**src/rtl/bmwd_pkg.sv**
```systemverilog
// Package with register map, field layout and carrier types of the memory window decoder
package bmwd_pkg;
    // Printed offsets are byte addresses of 16-bit registers; not all are multiples of
    // four, so each is kept as an index and the bus address is four times the index.
    localparam logic [7:0]  IDX_NP_BASE     = 8'h20;
    localparam logic [7:0]  IDX_NP_LIMIT    = 8'h22;
    localparam logic [7:0]  IDX_PF_BASE     = 8'h24;
    localparam logic [7:0]  IDX_PF_LIMIT    = 8'h26;
    localparam logic [7:0]  IDX_SEC_STATUS  = 8'h1E;
    localparam logic [15:0] RST_BASE        = 16'hFFF0;
    localparam logic [15:0] RST_LIMIT       = 16'h0000;
    localparam int          FIELD_LSB       = 4;
    localparam int          FIELD_W         = 12;
    localparam int          ADDR_CMP_LSB    = 20;
    localparam int          FAST_CAP_BIT    = 5;
    localparam logic [1:0]  RESP_OKAY       = 2'b00;
    localparam logic [1:0]  RESP_SLVERR     = 2'b10;

    typedef struct packed {
        logic        valid;
        logic [31:0] addr;
    } bmwd_access_t;

    typedef struct packed {
        logic forward;
        logic prefetch;
        logic nonprefetch;
    } bmwd_route_t;
endpackage

```
**src/rtl/bmwd_top.sv**
```systemverilog
// AXI4-Lite register bank and memory window decode of the bridge function
`timescale 1ns/1ps
module bmwd_top (
    input  wire logic                  aclk,
    input  wire logic                  aresetn,
    input  wire logic [31:0]           s_axi_awaddr,
    input  wire logic [2:0]            s_axi_awprot,
    input  wire logic                  s_axi_awvalid,
    output      logic                  s_axi_awready,
    input  wire logic [31:0]           s_axi_wdata,
    input  wire logic [3:0]            s_axi_wstrb,
    input  wire logic                  s_axi_wvalid,
    output      logic                  s_axi_wready,
    output      logic [1:0]            s_axi_bresp,
    output      logic                  s_axi_bvalid,
    input  wire logic                  s_axi_bready,
    input  wire logic [31:0]           s_axi_araddr,
    input  wire logic [2:0]            s_axi_arprot,
    input  wire logic                  s_axi_arvalid,
    output      logic                  s_axi_arready,
    output      logic [31:0]           s_axi_rdata,
    output      logic [1:0]            s_axi_rresp,
    output      logic                  s_axi_rvalid,
    input  wire logic                  s_axi_rready,
    input  wire bmwd_pkg::bmwd_access_t cpu_access,
    output      bmwd_pkg::bmwd_route_t  route
);
    import bmwd_pkg::*;

    logic [FIELD_W-1:0] np_base_q, np_limit_q, pf_base_q, pf_limit_q;
    logic               aw_held_q, w_held_q, bvalid_q, rvalid_q;
    logic [31:0]        awaddr_q, wdata_q, rdata_q;
    logic [3:0]         wstrb_q;
    logic [1:0]         bresp_q, rresp_q;
    bmwd_route_t        route_q;

    function automatic logic [7:0] reg_index(input logic [31:0] a);
        reg_index = a[9:2];
    endfunction

    function automatic logic is_mapped(input logic [31:0] a);
        logic [7:0] i;
        i = reg_index(a);
        is_mapped = (a[31:10] == 22'h0) && (a[1:0] == 2'b00) &&
                    (i == IDX_NP_BASE || i == IDX_NP_LIMIT || i == IDX_PF_BASE ||
                     i == IDX_PF_LIMIT || i == IDX_SEC_STATUS);
    endfunction

    function automatic logic [FIELD_W-1:0] merge(input logic [FIELD_W-1:0] old,
                                                 input logic [31:0] d,
                                                 input logic [3:0] s);
        logic [15:0] o;
        o = {old, 4'h0};
        if (s[0]) o[7:0] = d[7:0];
        if (s[1]) o[15:8] = d[15:8];
        merge = o[15:FIELD_LSB];
    endfunction

    function automatic logic in_window(input logic [31:0] a,
                                       input logic [FIELD_W-1:0] b,
                                       input logic [FIELD_W-1:0] l);
        logic [31:0] lo, hi;
        lo = {b, 20'h00000};
        hi = {l, 20'hFFFFF};
        in_window = (a >= lo) && (a <= hi);
    endfunction

    // Write path: address and data accepted in either order
    wire        aw_have   = aw_held_q | s_axi_awvalid;
    wire        w_have    = w_held_q | s_axi_wvalid;
    wire [31:0] wr_addr   = aw_held_q ? awaddr_q : s_axi_awaddr;
    wire [31:0] wr_data   = w_held_q ? wdata_q : s_axi_wdata;
    wire [3:0]  wr_strb   = w_held_q ? wstrb_q : s_axi_wstrb;
    wire        wr_fire   = aw_have && w_have && !bvalid_q;
    wire [7:0]  wr_idx    = reg_index(wr_addr);
    wire        wr_ok     = is_mapped(wr_addr);

    assign s_axi_awready = !aw_held_q && !bvalid_q;
    assign s_axi_wready  = !w_held_q && !bvalid_q;
    assign s_axi_bvalid  = bvalid_q;
    assign s_axi_bresp   = bresp_q;

    always_ff @(posedge aclk) begin
        if (!aresetn) begin
            aw_held_q <= 1'b0;
            w_held_q  <= 1'b0;
            bvalid_q  <= 1'b0;
            bresp_q   <= RESP_OKAY;
            awaddr_q  <= 32'h0;
            wdata_q   <= 32'h0;
            wstrb_q   <= 4'h0;
        end else begin
            if (wr_fire) begin
                aw_held_q <= 1'b0;
                w_held_q  <= 1'b0;
                bvalid_q  <= 1'b1;
                bresp_q   <= wr_ok ? RESP_OKAY : RESP_SLVERR;
            end else begin
                if (s_axi_awvalid && s_axi_awready) begin
                    aw_held_q <= 1'b1;
                    awaddr_q  <= s_axi_awaddr;
                end
                if (s_axi_wvalid && s_axi_wready) begin
                    w_held_q <= 1'b1;
                    wdata_q  <= s_axi_wdata;
                    wstrb_q  <= s_axi_wstrb;
                end
                if (bvalid_q && s_axi_bready) bvalid_q <= 1'b0;
            end
        end
    end

    always_ff @(posedge aclk) begin
        if (!aresetn) begin
            np_base_q  <= RST_BASE[15:FIELD_LSB];
            np_limit_q <= RST_LIMIT[15:FIELD_LSB];
            pf_base_q  <= RST_BASE[15:FIELD_LSB];
            pf_limit_q <= RST_LIMIT[15:FIELD_LSB];
        end else if (wr_fire && wr_ok) begin
            if (wr_idx == IDX_NP_BASE)  np_base_q  <= merge(np_base_q, wr_data, wr_strb);
            if (wr_idx == IDX_NP_LIMIT) np_limit_q <= merge(np_limit_q, wr_data, wr_strb);
            if (wr_idx == IDX_PF_BASE)  pf_base_q  <= merge(pf_base_q, wr_data, wr_strb);
            if (wr_idx == IDX_PF_LIMIT) pf_limit_q <= merge(pf_limit_q, wr_data, wr_strb);
        end
    end

    // Read path
    wire [7:0]  rd_idx = reg_index(s_axi_araddr);
    wire        rd_ok  = is_mapped(s_axi_araddr);
    wire [15:0] status_word = 16'(1 << FAST_CAP_BIT);
    logic [15:0] rd_word;
    logic [7:0]  rd_idx_q;
    assign rd_word = (rd_idx == IDX_NP_BASE)    ? {np_base_q, 4'h0}  :
                     (rd_idx == IDX_NP_LIMIT)   ? {np_limit_q, 4'h0} :
                     (rd_idx == IDX_PF_BASE)    ? {pf_base_q, 4'h0}  :
                     (rd_idx == IDX_PF_LIMIT)   ? {pf_limit_q, 4'h0} :
                     (rd_idx == IDX_SEC_STATUS) ? status_word : 16'h0000;

    assign s_axi_arready = !rvalid_q;
    assign s_axi_rvalid  = rvalid_q;
    assign s_axi_rdata   = rdata_q;
    assign s_axi_rresp   = rresp_q;

    always_ff @(posedge aclk) begin
        if (!aresetn) begin
            rvalid_q <= 1'b0;
            rdata_q  <= 32'h0;
            rresp_q  <= RESP_OKAY;
        end else if (s_axi_arvalid && s_axi_arready) begin
            rvalid_q <= 1'b1;
            rdata_q  <= rd_ok ? {16'h0000, rd_word} : 32'h0;
            rresp_q  <= rd_ok ? RESP_OKAY : RESP_SLVERR;
        end else if (rvalid_q && s_axi_rready) begin
            rvalid_q <= 1'b0;
        end
    end

    // Decode; both hits may be set together when windows overlap, no arbitration
    // window hits
    wire np_hit = cpu_access.valid && in_window(cpu_access.addr, np_base_q, np_limit_q);
    wire pf_hit = cpu_access.valid && in_window(cpu_access.addr, pf_base_q, pf_limit_q);

    always_ff @(posedge aclk) begin
        if (!aresetn) begin
            route_q <= '0;
        end else begin
            route_q.nonprefetch <= np_hit;
            route_q.prefetch    <= pf_hit;
            route_q.forward     <= np_hit | pf_hit;
        end
    end
    assign route = route_q;

    property p_np_route;
        @(posedge aclk) disable iff (!aresetn)
        $past(aresetn) |-> (route.nonprefetch ==
            ($past(cpu_access.valid) && ($past(cpu_access.addr[31:20]) >= $past(np_base_q))
             && ($past(cpu_access.addr[31:20]) <= $past(np_limit_q))));
    endproperty
    a_np_route: assert property (p_np_route) else $error("np route wrong");

    property p_pf_route;
        @(posedge aclk) disable iff (!aresetn)
        $past(aresetn) |-> (route.prefetch ==
            ($past(cpu_access.valid) && ($past(cpu_access.addr[31:20]) >= $past(pf_base_q))
             && ($past(cpu_access.addr[31:20]) <= $past(pf_limit_q))));
    endproperty
    a_pf_route: assert property (p_pf_route) else $error("pf route wrong");

    property p_no_stray;
        @(posedge aclk) disable iff (!aresetn)
        route.forward |-> (route.prefetch || route.nonprefetch);
    endproperty
    a_no_stray: assert property (p_no_stray) else $error("stray forward");

    property p_empty_np;
        @(posedge aclk) disable iff (!aresetn)
        (np_base_q > np_limit_q) |=> !route.nonprefetch;
    endproperty
    a_empty_np: assert property (p_empty_np) else $error("empty np window hit");

    property p_low_zero;
        @(posedge aclk) disable iff (!aresetn)
        (rvalid_q && rd_idx_q != IDX_SEC_STATUS) |-> (s_axi_rdata[3:0] == 4'h0);
    endproperty
    a_low_zero: assert property (p_low_zero) else $error("low bits not zero");

    property p_cap_one;
        @(posedge aclk) disable iff (!aresetn)
        (s_axi_arvalid && s_axi_arready && rd_ok && rd_idx == IDX_SEC_STATUS)
            |=> (s_axi_rvalid && s_axi_rdata[FAST_CAP_BIT]);
    endproperty
    a_cap_one: assert property (p_cap_one) else $error("capability bit not one");

    property p_write_lands;
        @(posedge aclk) disable iff (!aresetn)
        (wr_fire && wr_ok && wr_idx == IDX_NP_BASE && wr_strb == 4'hF)
            |=> (np_base_q == $past(wr_data[15:4]));
    endproperty
    a_write_lands: assert property (p_write_lands) else $error("base write lost");

    property p_limit_top;
        @(posedge aclk) disable iff (!aresetn)
        (cpu_access.valid && cpu_access.addr[31:20] == np_limit_q &&
         cpu_access.addr[31:20] >= np_base_q) |=> route.nonprefetch;
    endproperty
    a_limit_top: assert property (p_limit_top) else $error("limit block missed");

    property p_pf_limit_top;
        @(posedge aclk) disable iff (!aresetn)
        (cpu_access.valid && cpu_access.addr[31:20] == pf_limit_q &&
         cpu_access.addr[31:20] >= pf_base_q) |=> route.prefetch;
    endproperty
    a_pf_limit_top: assert property (p_pf_limit_top) else $error("pf limit missed");

    property p_base_bottom;
        @(posedge aclk) disable iff (!aresetn)
        (cpu_access.valid && cpu_access.addr[31:20] == np_base_q &&
         np_base_q <= np_limit_q) |=> route.nonprefetch;
    endproperty
    a_base_bottom: assert property (p_base_bottom) else $error("base block missed");

    property p_pf_base_bottom;
        @(posedge aclk) disable iff (!aresetn)
        (cpu_access.valid && cpu_access.addr[31:20] == pf_base_q &&
         pf_base_q <= pf_limit_q) |=> route.prefetch;
    endproperty
    a_pf_base_bottom: assert property (p_pf_base_bottom) else $error("pf base missed");

    property p_empty_pf;
        @(posedge aclk) disable iff (!aresetn)
        (pf_base_q > pf_limit_q) |=> !route.prefetch;
    endproperty
    a_empty_pf: assert property (p_empty_pf) else $error("empty pf window hit");

    property p_idle_silent;
        @(posedge aclk) disable iff (!aresetn)
        !cpu_access.valid |=> !route.forward;
    endproperty
    a_idle_silent: assert property (p_idle_silent) else $error("idle forwarded");

    property p_hit_forwards;
        @(posedge aclk) disable iff (!aresetn)
        (route.prefetch || route.nonprefetch) |-> route.forward;
    endproperty
    a_hit_forwards: assert property (p_hit_forwards) else $error("hit not forwarded");

    property p_lane_lands;
        @(posedge aclk) disable iff (!aresetn)
        (wr_fire && wr_ok && wr_idx == IDX_NP_LIMIT && wr_strb[0])
            |=> (np_limit_q[3:0] == $past(wr_data[7:4]));
    endproperty
    a_lane_lands: assert property (p_lane_lands) else $error("limit lane lost");

    always_ff @(posedge aclk) begin
        if (!aresetn) rd_idx_q <= 8'h00;
        else if (s_axi_arvalid && s_axi_arready) rd_idx_q <= rd_idx;
    end

endmodule // bmwd_top

```
**config.mk**
```make
export PLATFORM = sky130hd
export DESIGN_NAME = bmwd_top
export DESIGN_NICKNAME = d
export VERILOG_FILES = /design/src/rtl/bmwd_pkg.sv /design/src/rtl/bmwd_top.sv
export SDC_FILE = /design/constraint.sdc
export NUM_CORES = 1
export LEC_CHECK = 0
export ABC_AREA = 0
export ABC_CLOCK_PERIOD_IN_PS = 2800
export BUFFER_PORTS_ARGS = -buffer_cell sky130_fd_sc_hd__buf_2
export CORE_ASPECT_RATIO = 0.75
export CORE_MARGIN = 3
export CORE_UTILIZATION = 30
export CTS_CLUSTER_SIZE = 28
export DETAILED_ROUTE_END_ITERATION = 10
export GPL_TIMING_DRIVEN = 0
export PLACE_DENSITY = 0.62
export SLEW_MARGIN = 20
export SYNTH_ARGS = -nofsm -noshare
export SYNTH_HDL_FRONTEND = slang
export SYNTH_SLANG_ARGS = --single-unit
```
**constraint.sdc**
```tcl
create_clock -name aclk -period 2.8 [get_ports aclk]
set_input_delay 0.56 -clock aclk [delete_from_list [all_inputs] [get_ports aclk]]
set_output_delay 0.56 -clock aclk [all_outputs]
set_load 0.01 [all_outputs]
```
=== Word-level counts from Yosys, hierarchy flattened ===
Cells that the tools add are included.

* $add $sub $neg: 0
* Multiply operators: 0
* Divide/modulo/power cells: 0
* $lt $le $gt $ge: 4
* Equal/unequal tests: 10
* Shift-type cells: 0
* Mux-type cells: 15
* Bitwise gates (word level): 5
* Reduce and logical (&&, ||, !) cells: 47

{| class="wikitable"
|+ Operators with widths
! cell !! count
|-
| $mux W16 || 6
|-
| $eq A8 B6 Y1 const B || 8
|-
| $ge A32 B32 Y1 || 2
|-
| $le A32 B32 Y1 || 2
|-
| $logic_not A22 Y1 || 2
|-
| $mux W32 || 1
|-
| $reduce_and A3 Y1 || 8
|-
| $logic_and A1 B1 Y1 || 18
|-
| $eq A8 B5 Y1 const B || 2
|-
| $logic_or A1 B1 Y1 || 8
|-
| $mux W2 || 3
|-
| $mux W6 || 1
|-
| $logic_not A1 Y1 || 4
|-
| $logic_not A2 Y1 || 2
|-
| $mux W1 || 4
|-
| $reduce_and A2 Y1 || 2
|-
| $reduce_bool A2 Y1 || 2
|-
| $or A1 B1 Y1 || 3
|-
| $not A1 Y1 || 2
|-
| $reduce_or A2 Y1 || 1
|}

* Flip-flop bits (word level): 141
* Latch bits: 0
* RAM bits: 0
* Bits in read-only memories: 0
* Bits of input ports: 146
* Output and inout port bits: 44
* Logic and storage cells: 102
* Memories kept: 0

=== Depth between registers and ports, before layout ===
Gate-level depths: netlist of the first run.

* Depth after elaboration: 9
* Mapped depth: 8
* Gate-level depth less buffers: 8

=== Worst setup path before layout of the first run ===
OpenSTA, ideal clock, no wires.

* Path kind: input port to flip-flop
* Start point: input port s_axi_awaddr[5]
* End point: register pf_limit_q[6]
* Library setup time: 0.115 ns
* Arrival time: 2.119 ns
* Required time: 2.685 ns
* Slack: 0.567 ns
* Stages on the path: 7
* Buffers on the path: 1
* Path through: or4b_1 a2111oi_2 and2b_2 o211ai_4 buf_6 nand3_1 o21ai_2

* Longest elaborated chain between the ends: 9
* Elaborated cells on any way between the ends: 13
* Those cells by class: eq/ne (5); mux (1); reduce/logical (7)

{| class="wikitable"
|+ RTL lines
! element !! RTL line !! source
|-
| start: declaration || bmwd_top.sv:6 || <nowiki>input wire logic [31:0] s_axi_awaddr,</nowiki>
|-
| $mux W32 * || bmwd_top.sv:71 || <nowiki>wire [31:0] wr_addr = aw_held_q ? awaddr_q : s_axi_awaddr;</nowiki>
|-
| $eq A8 B6 Y1 || bmwd_top.sv:45 || <nowiki>(i == IDX_NP_BASE || i == IDX_NP_LIMIT || i == IDX_PF_BASE ||</nowiki>
|-
| $logic_or A1 B1 Y1 (3 in series) || bmwd_top.sv:45 ||
|-
| $logic_or A1 B1 Y1 || bmwd_top.sv:46 || <nowiki>i == IDX_PF_LIMIT || i == IDX_SEC_STATUS);</nowiki>
|-
| $logic_and A1 B1 Y1 || bmwd_top.sv:44 || <nowiki>is_mapped = (a[31:10] == 22'h0) && (a[1:0] == 2'b00) &&</nowiki>
|-
| $logic_and A1 B1 Y1 || bmwd_top.sv:119 || <nowiki>end else if (wr_fire && wr_ok) begin</nowiki>
|-
| $reduce_and A3 Y1 (no line) * || -- ||
|-
| end signal: assignment || bmwd_top.sv:118 || <nowiki>pf_limit_q <= RST_LIMIT[15:FIELD_LSB];</nowiki>
|-
| end signal: assignment || bmwd_top.sv:123 || <nowiki>if (wr_idx == IDX_PF_LIMIT) pf_limit_q <= merge(pf_limit_q, wr_data, wr_strb);</nowiki>
|-
| end: declaration || bmwd_top.sv:30 || <nowiki>logic [FIELD_W-1:0] np_base_q, np_limit_q, pf_base_q, pf_limit_q;</nowiki>
|}

Mark *: on every way between the ends. The rest lies on a longest branch, timed or not.
A chain may end at the register's enable or synchronous reset.

=== Worst setup path after layout of the first run ===
* Start point: register w_held_q
* End point: output port s_axi_wready

* Longest elaborated chain between the ends: 2

{| class="wikitable"
|+ RTL lines
! element !! RTL line !! source
|-
| start: declaration || bmwd_top.sv:31 || <nowiki>logic aw_held_q, w_held_q, bvalid_q, rvalid_q;</nowiki>
|-
| start signal: assignment || bmwd_top.sv:86 || <nowiki>w_held_q <= 1'b0;</nowiki>
|-
| start signal: assignment || bmwd_top.sv:95 || <nowiki>w_held_q <= 1'b0;</nowiki>
|-
| start signal: assignment || bmwd_top.sv:104 || <nowiki>w_held_q <= 1'b1;</nowiki>
|-
| $logic_not A1 Y1 || bmwd_top.sv:79 || <nowiki>assign s_axi_wready = !w_held_q && !bvalid_q;</nowiki>
|-
| $logic_and A1 B1 Y1 || bmwd_top.sv:79 ||
|-
| end: declaration || bmwd_top.sv:13 || <nowiki>output logic s_axi_wready,</nowiki>
|}

Every way passes these cells.

==> key figures, run 1 <==
Run status
  • Status: finished, final reports clean

Logic synthesis
  • Asr flop ratio synth: 0
  • Synth Warn #: 0
  • Mux cell area share after synthesis: 0.126
  • Synthesized cell area: 0.00667 mm2
  • Xor and xnor fraction of the mapped netlist area: 0
  • Number of synthesized flops with an enable pin: 0
  • Main combinational cell family by area after synthesis: simple AND/OR/NAND/NOR gates
  • Cells after synthesis: 780
  • Compound-gate portion of the synthesized area: 0.154
  • Synth Area in Simple Gates: 0.206
  • Mean Syn Cell Area: 8.55 um2
  • Synth cell types: 53
  • Seq/Total Area, Yosys: 0.345
  • Synthesized flop and latch total: 115
  • Post-synthesis adder-cell area fraction: 0.0901
  • Top FF cell, synth: dfxtp_1

Critical path
  • Crit-path slowest cell: buf_1
  • CP max stage delay: 0.56 ns
  • Worst R2R Path Depth: 6
  • Crit path max fanout: 10
  • Crit path launch type: register
  • CP top delay family: buffers and inverters
  • Crit end category: primary output
  • Cell depth of the worst setup path: 4
  • Buf/Inv on CP: 3
  • Worst path arrival time: 1.99 ns
  • Cell chain of the critical path: clkbuf_1, buf_1, nor2_1, buf_2
  • WS Path Type: reg -> out
  • Required time worst endpoint: 2.24 ns

Floorplan
  • Std cell rows: 46
  • Top-Level Pins: 190
  • Initial core utilization: 0.311
  • Die X: 178 um
  • Core ar.: 0.0215 mm2
  • Chip Height: 135 um
  • Die area: 0.0241 mm2

Detailed routing
  • ANT nets after route: 0
  • Vias: 5994
  • Detailed Route WL: 19200 um
  • Wire per inst: 15.3 um
  • Drt via density: 4.77
  • Drc violations: 0
  • DR pass1 iterations: 5
  • Iteration-0 DRC Markers: 489

Timing
  • Worst slew pin tran: 0.847 ns
  • Hold_ws: 0.387 ns
  • Final setup violation count: 0
  • Period utilization: 0.911
  • Slew headroom: 0.431
  • Pins Over Slew Limit: 0
  • Fin crit period: 2.55 ns
  • Final hold viol count: 0
  • RSZ-0062 raised after global routing: false
  • Setup ws final: 0.250 ns
  • Max Clock Freq: 392 MHz
  • Clock skew: 0.00638 ns

Cells and area
  • Most common cell after layout, fill and taps aside: nand2_1
  • Commonest cells after routing, fill and taps aside: 147 x nand2_1, 140 x buf_2, 115 x dfxtp_1
  • ANT cells: 0
  • Final Non-Filler Cells: 1257
  • NumNets Final: 1150
  • Share of cells above drive strength 1: 0.246
  • Final instance area: 0.00835 mm2
  • Synth-to-layout area growth: 25.2%

Power and ir drop
  • VDD IR max: 456 uV
  • Pwr dens: 517 mW/mm2
  • Leakage: 3.95 nW

CTS
  • Hold-fix buffers at CTS: 0
  • CTS Buffer Depth: 2
  • CTS Sinks: 115
  • CTS tree: built
  • Clock-pin slew on the worst setup and hold paths: 0.05 ns
  • Num CTS Buffers: 17
  • H-tree levels: 4
  • # Post-CTS Setup Buffers: 0
  • Root Driver: clkbuf_16
  • Post-CTS Resized: 0
  • Worst-Skew Late Latency: 0.43 ns

Global routing
  • First-pass GRT wire length: 29900 um
  • Initial antenna violation count: 5
  • Grt total ovfl: 0
  • GRT Total Usage: 0.161
  • Largest net degree at the start of global routing: 17
  • Number of global-route vias before repair: 5819

Placement
  • Placed Cells: 1225
  • Routability congestion estimate from global placement: 0.838
  • Port bufs: 136
  • Pre-CTS WS: -0.0188 ns
  • Post-DP HPWL: 15700 um
  • Cell Area, Placed: 0.00779 mm2

Run
  • Max Cap Viol: 0

Hold path
  • Hold path depth: 2
  • Worst hold path type: in -> reg
==> through the flow <==
step,total power [mW],setup TNS (ns),utilization
floorplan,2.07,0,-
global placement,2.27,0,0.363
detailed placement,2.28,-0.0244,0.363
CTS,4.34,0,0.389
global route,4.48,0,0.389
finish,4.32,0,0.389
==> path summary, 6_finish.rpt <==
path / slack, ns / end / from
max: 0.25 / s_axi_wready / w_held_q$_SDFFE_PP0P_
min: 0.39 / s_axi_rvalid$_SDFFE_PN0P_ / s_axi_arvalid
max reg2reg: 0.30 / np_base_q[2]$_SDFFE_PN1P_ / aw_held_q$_SDFFE_PP0P_
min reg2reg: 0.45 / s_axi_rdata[13]$_SDFFE_PN0P_ / s_axi_rdata[13]$_SDFFE_PN0P_
==> per-layer routing <==
| metal | track usage | vias up | part of all wire |
|---|---|---|---|
| met1 | 0.224 | 2732 | 0.49 |
| met2 | 0.245 | 172 | 0.42 |
| li1 | - | 3051 | - |
| met4 | 0.0388 | 10 | 0.010 |
| met3 | 0.0495 | 29 | 0.074 |
| met5 | 0 | - | 0.0024 |
==> area by class of cell <==
| type | count | area (um2) |
|---|---|---|
| timing repair buffer | 136 | 681 |
| clock buffer | 17 | 425 |
| multi-input combinational | 576 | 3930 |
| fill | 2211 | 13100 |
| buffer | 59 | 328 |
| tap | 288 | 360 |
| clock inverter | 15 | 136 |
| inverter | 51 | 191 |
| sequential | 115 | 2300 |
==> power by group <==
part / leakage, nW / switching [mW] / internal [mW]
clock network: 0.254 / 0.843 / 1.22
registers: 0.932 / 0.0290 / 1.68
logic: 2.76 / 0.311 / 0.233
total: 3.95 / 1.18 / 3.13
==> synth_stat cells, types with 2 or more instances <==
master / number / share of area
nor4b_2: 2 / 0.0045
nand3_1: 20 / 0.015
ha_1: 48 / 0.090
mux2i_1: 67 / 0.10
buf_4: 23 / 0.026
o21ai_0: 30 / 0.023
mux2_2: 13 / 0.022
and2_1: 2 / 0.0019
nor4_1: 24 / 0.023
a21oi_1: 43 / 0.032
o211ai_2: 2 / 0.0038
nor4_4: 2 / 0.0064
buf_6: 2 / 0.0034
inv_1: 51 / 0.029
o211ai_4: 3 / 0.0096
o21ai_2: 9 / 0.012
buf_2: 4 / 0.0030
a211oi_1: 2 / 0.0023
a2bb2oi_1: 2 / 0.0026
a21o_1: 10 / 0.011
a21boi_0: 34 / 0.038
o31ai_1: 2 / 0.0023
a2111oi_2: 2 / 0.0045
or2_2: 2 / 0.0019
o21a_1: 2 / 0.0023
nor3_1: 6 / 0.0045
nand3b_1: 2 / 0.0023
a211o_1: 3 / 0.0039
nor2b_1: 19 / 0.018
nand2b_1: 5 / 0.0047
nand2_1: 147 / 0.083
nand4_1: 20 / 0.019
nand4b_1: 2 / 0.0026
and3_1: 2 / 0.0019
nor2_1: 13 / 0.0073
dfxtp_1: 115 / 0.35
buf_1: 3 / 0.0017
clkbuf_1: 27 / 0.015
==> registers in the layout, indices dropped and copies added, names as in the netlist <==
signal	count
awaddr_q	32
np_base_q	12
np_limit_q	12
pf_base_q	12
pf_limit_q	12
s_axi_rdata	12
wdata_q	12
route	3
wstrb_q	2
aw_held_q	1
s_axi_bresp	1
s_axi_bvalid	1
s_axi_rresp	1
s_axi_rvalid	1
w_held_q	1
==> kinds of logic after synthesis <==
group,count (synthesis)
flops,115
fa+ha+maj,48
compound gates,149
other cells,1
buf+inv,110
mux,81
simple gates,276
Power figures use the tool's default switching activity.
==> inputs of run 2 (changes only) <==
BUFFER_PORTS_ARGS = not set   (was -buffer_cell sky130_fd_sc_hd__buf_2)
DONT_BUFFER_PORTS = 1   (was not set)
PLACE_DENSITY = 0.55   (was 0.62)
==> run 2 against run 1 <==
  * Critical path depth shrank 1
  * Combinational power shrank 22%
  * Core utilization shrank 3.3 points
  * Register-to-register slack gained 0.05 ns
  * Total power shrank 4.1%
  * Sequential power is essentially flat
  * Clock skew grew 0.0031 ns
  * First-iteration DRC count shrank 36%
  * Fmax grew 3.1%
==> key figures, run 2 (synthesized netlist as in run 1, its figures left out) <==
Run status
  • Status: finished, final reports clean

Critical path
  • Reg-to-Reg Start: aw_held_q$_SDFFE_PP0P_
  • Required time worst endpoint: 2.24 ns (about the same)
  • Reg-to-Reg End: pf_limit_q[6]$_SDFFE_PN0P_
  • Worst Setup EP: s_axi_wready
  • Crit path launch type: register
  • Worst path arrival time: 1.91 ns (-0.08 ns)
  • Worst R2R Path Depth: 7 (+1)
  • CP Launch Point: w_held_q$_SDFFE_PP0P_
  • Crit end category: primary output
  • Crit path max fanout: 10 (unchanged)
  • Reg2Reg Setup Slack: 0.35 ns (+0.05 ns)
  • WS Path Type: reg -> out

CTS
  • CTS tree: built
  • Root Driver: clkbuf_16
  • Clock-pin slew on the worst setup and hold paths: 0.05 ns (about the same)
  • CTS Sinks: 115 (unchanged)
  • CTS Buffer Depth: 2 (unchanged)
  • H-tree levels: 4 (unchanged)
  • Hold-fix buffers at CTS: 0 (unchanged)
  • # Post-CTS Setup Buffers: 0 (unchanged)
  • Worst-Skew Late Latency: 0.41 ns (-0.02 ns)
  • Post-CTS Resized: 0 (unchanged)
  • Num CTS Buffers: 17 (unchanged)

Floorplan
  • Initial core utilization: 0.311 (unchanged)
  • Top-Level Pins: 190 (unchanged)
  • Core ar.: 0.0215 mm2 (unchanged)
  • Chip Height: 135 um (unchanged)
  • Std cell rows: 46 (unchanged)
  • Die area: 0.0241 mm2 (unchanged)
  • Die X: 178 um (unchanged)

Timing
  • Slew headroom: 0.452 (+0.0207)
  • Final setup violation count: 0 (unchanged)
  • Setup TNS: 0 ns (unchanged)
  • Setup ws final: 0.327 ns (+0.0763 ns)
  • Fin crit period: 2.47 ns (-0.0763 ns)
  • Clock skew: 0.00943 ns (+0.00305 ns)
  • Pins Over Slew Limit: 0 (unchanged)
  • Final hold viol count: 0 (unchanged)
  • RSZ-0062 raised after global routing: false
  • Worst slew pin tran: 0.816 ns (-0.0308 ns)
  • Period utilization: 0.883 (-0.0272)
  • Hold_ws: 0.290 ns (-0.0970 ns)
  • Max Clock Freq: 404 MHz (+3.1%)

Detailed routing
  • Detailed Route WL: 19100 um (-0.82%)
  • Wire per inst: 17.0 um (+11%)
  • ANT nets after route: 0 (unchanged)
  • Vias: 5428 (-9.4%)
  • Iteration-0 DRC Markers: 315 (-36%)
  • DR pass1 iterations: 4 (-1)
  • Drc violations: 0 (unchanged)
  • Drt via density: 4.85 (+1.7%)

Global routing
  • Initial antenna violation count: 0 (-5)
  • Largest net degree at the start of global routing: 17 (unchanged)
  • First-pass GRT wire length: 29800 um (-0.35%)
  • Number of global-route vias before repair: 5504 (-5.4%)
  • GRT Total Usage: 0.163 (+0.00198)
  • Grt total ovfl: 0 (unchanged)

Run
  • Max Cap Viol: 0 (unchanged)

Placement
  • Pre-CTS WS: 0.0690 ns (+0.0878 ns)
  • Post-DP HPWL: 15600 um (-0.24%)
  • Cell Area, Placed: 0.00711 mm2 (-8.7%)
  • Port bufs: 0 (-100%)
  • Routability congestion estimate from global placement: 0.802 (-4.3%)
  • Placed Cells: 1089 (-11%)

Cells and area
  • Final core utilization: 0.356 (-0.0329)
  • Most common cell after layout, fill and taps aside: nand2_1
  • Max reg flops: 32 (unchanged)
  • Final Non-Filler Cells: 1119 (-11%)
  • NumNets Final: 1014 (-12%)
  • Largest Register: awaddr_q
  • Share of cells above drive strength 1: 0.116 (-0.130)
  • ANT cells: 0 (unchanged)
  • Synth-to-layout area growth: 14.6%
  • Final instance area: 0.00764 mm2 (-8.5%)
  • Commonest cells after routing, fill and taps aside: 147 x nand2_1, 115 x dfxtp_1, 67 x mux2i_1

Power and ir drop
  • Pwr dens: 541 mW/mm2 (+4.8%)
  • Leakage: 3.40 nW (-14%)
  • VDD IR max: 434 uV (-4.9%)
  • Tot Pwr: 4.14 mW (-4.1%)

Hold path
  • Worst hold path type: in -> reg
[run 2: cell count changes in the layout (fill, tap and decap cells not counted), sizes merged]
cell	previous run	this run
buf	168	32
clkinvlp	7	0
inv	53	51
clkbuf	44	51
[run 2: power by group]
part | internal (mW) | switching (mW) | leakage, nW | total, mW
combinational | 0.171 | 0.255 | 2.20 | 0.426
sequential | 1.68 | 0.0322 | 0.932 | 1.71
clock | 1.27 | 0.730 | 0.269 | 2.00
[run 2: cell type report]
class | count | area, um2
Fill cell | 2235 | 13800
Multi-Input combinational cell | 576 | 3930
Sequential cell | 115 | 2300
Clock buffer | 24 | 482
Tap cell | 288 | 360
Buffer | 59 | 328
Inverter | 51 | 191
Clock inverter | 6 | 55.1
[run 2: critical path, cell delays in order (launching register included)]
cell	delay (ns)
dfxtp_1	0.30
clkbuf_1	0.46
buf_1	0.53
nor2_1	0.21
[run 2: routing by layer]
layer | wire length (um) | vias up | GRT usage | part of all wire
met2 | 8070 | 145 | 0.245 | 0.42
met5 | 0 | - | 0 | 0
met1 | 9210 | 2504 | 0.225 | 0.48
met4 | 116 | 0 | 0.0331 | 0.0061
li1 | - | 2768 | - | -
met3 | 1670 | 11 | 0.0601 | 0.088
[run 2: worst min-delay path by stage]
stage / depth (start not counted) / start / to
after floorplan: 2 / awaddr_q[3]$_SDFFE_PN0P_ / awaddr_q[3]$_SDFFE_PN0P_
after global placement: 2 / awaddr_q[3]$_SDFFE_PN0P_ / awaddr_q[3]$_SDFFE_PN0P_
after detailed placement: 2 / awaddr_q[0]$_SDFFE_PN0P_ / awaddr_q[0]$_SDFFE_PN0P_
after CTS: 1 / s_axi_arvalid / s_axi_rvalid$_SDFFE_PN0P_
after global routing: 1 / s_axi_arvalid / s_axi_rvalid$_SDFFE_PN0P_
final: 1 / s_axi_arvalid / s_axi_rvalid$_SDFFE_PN0P_
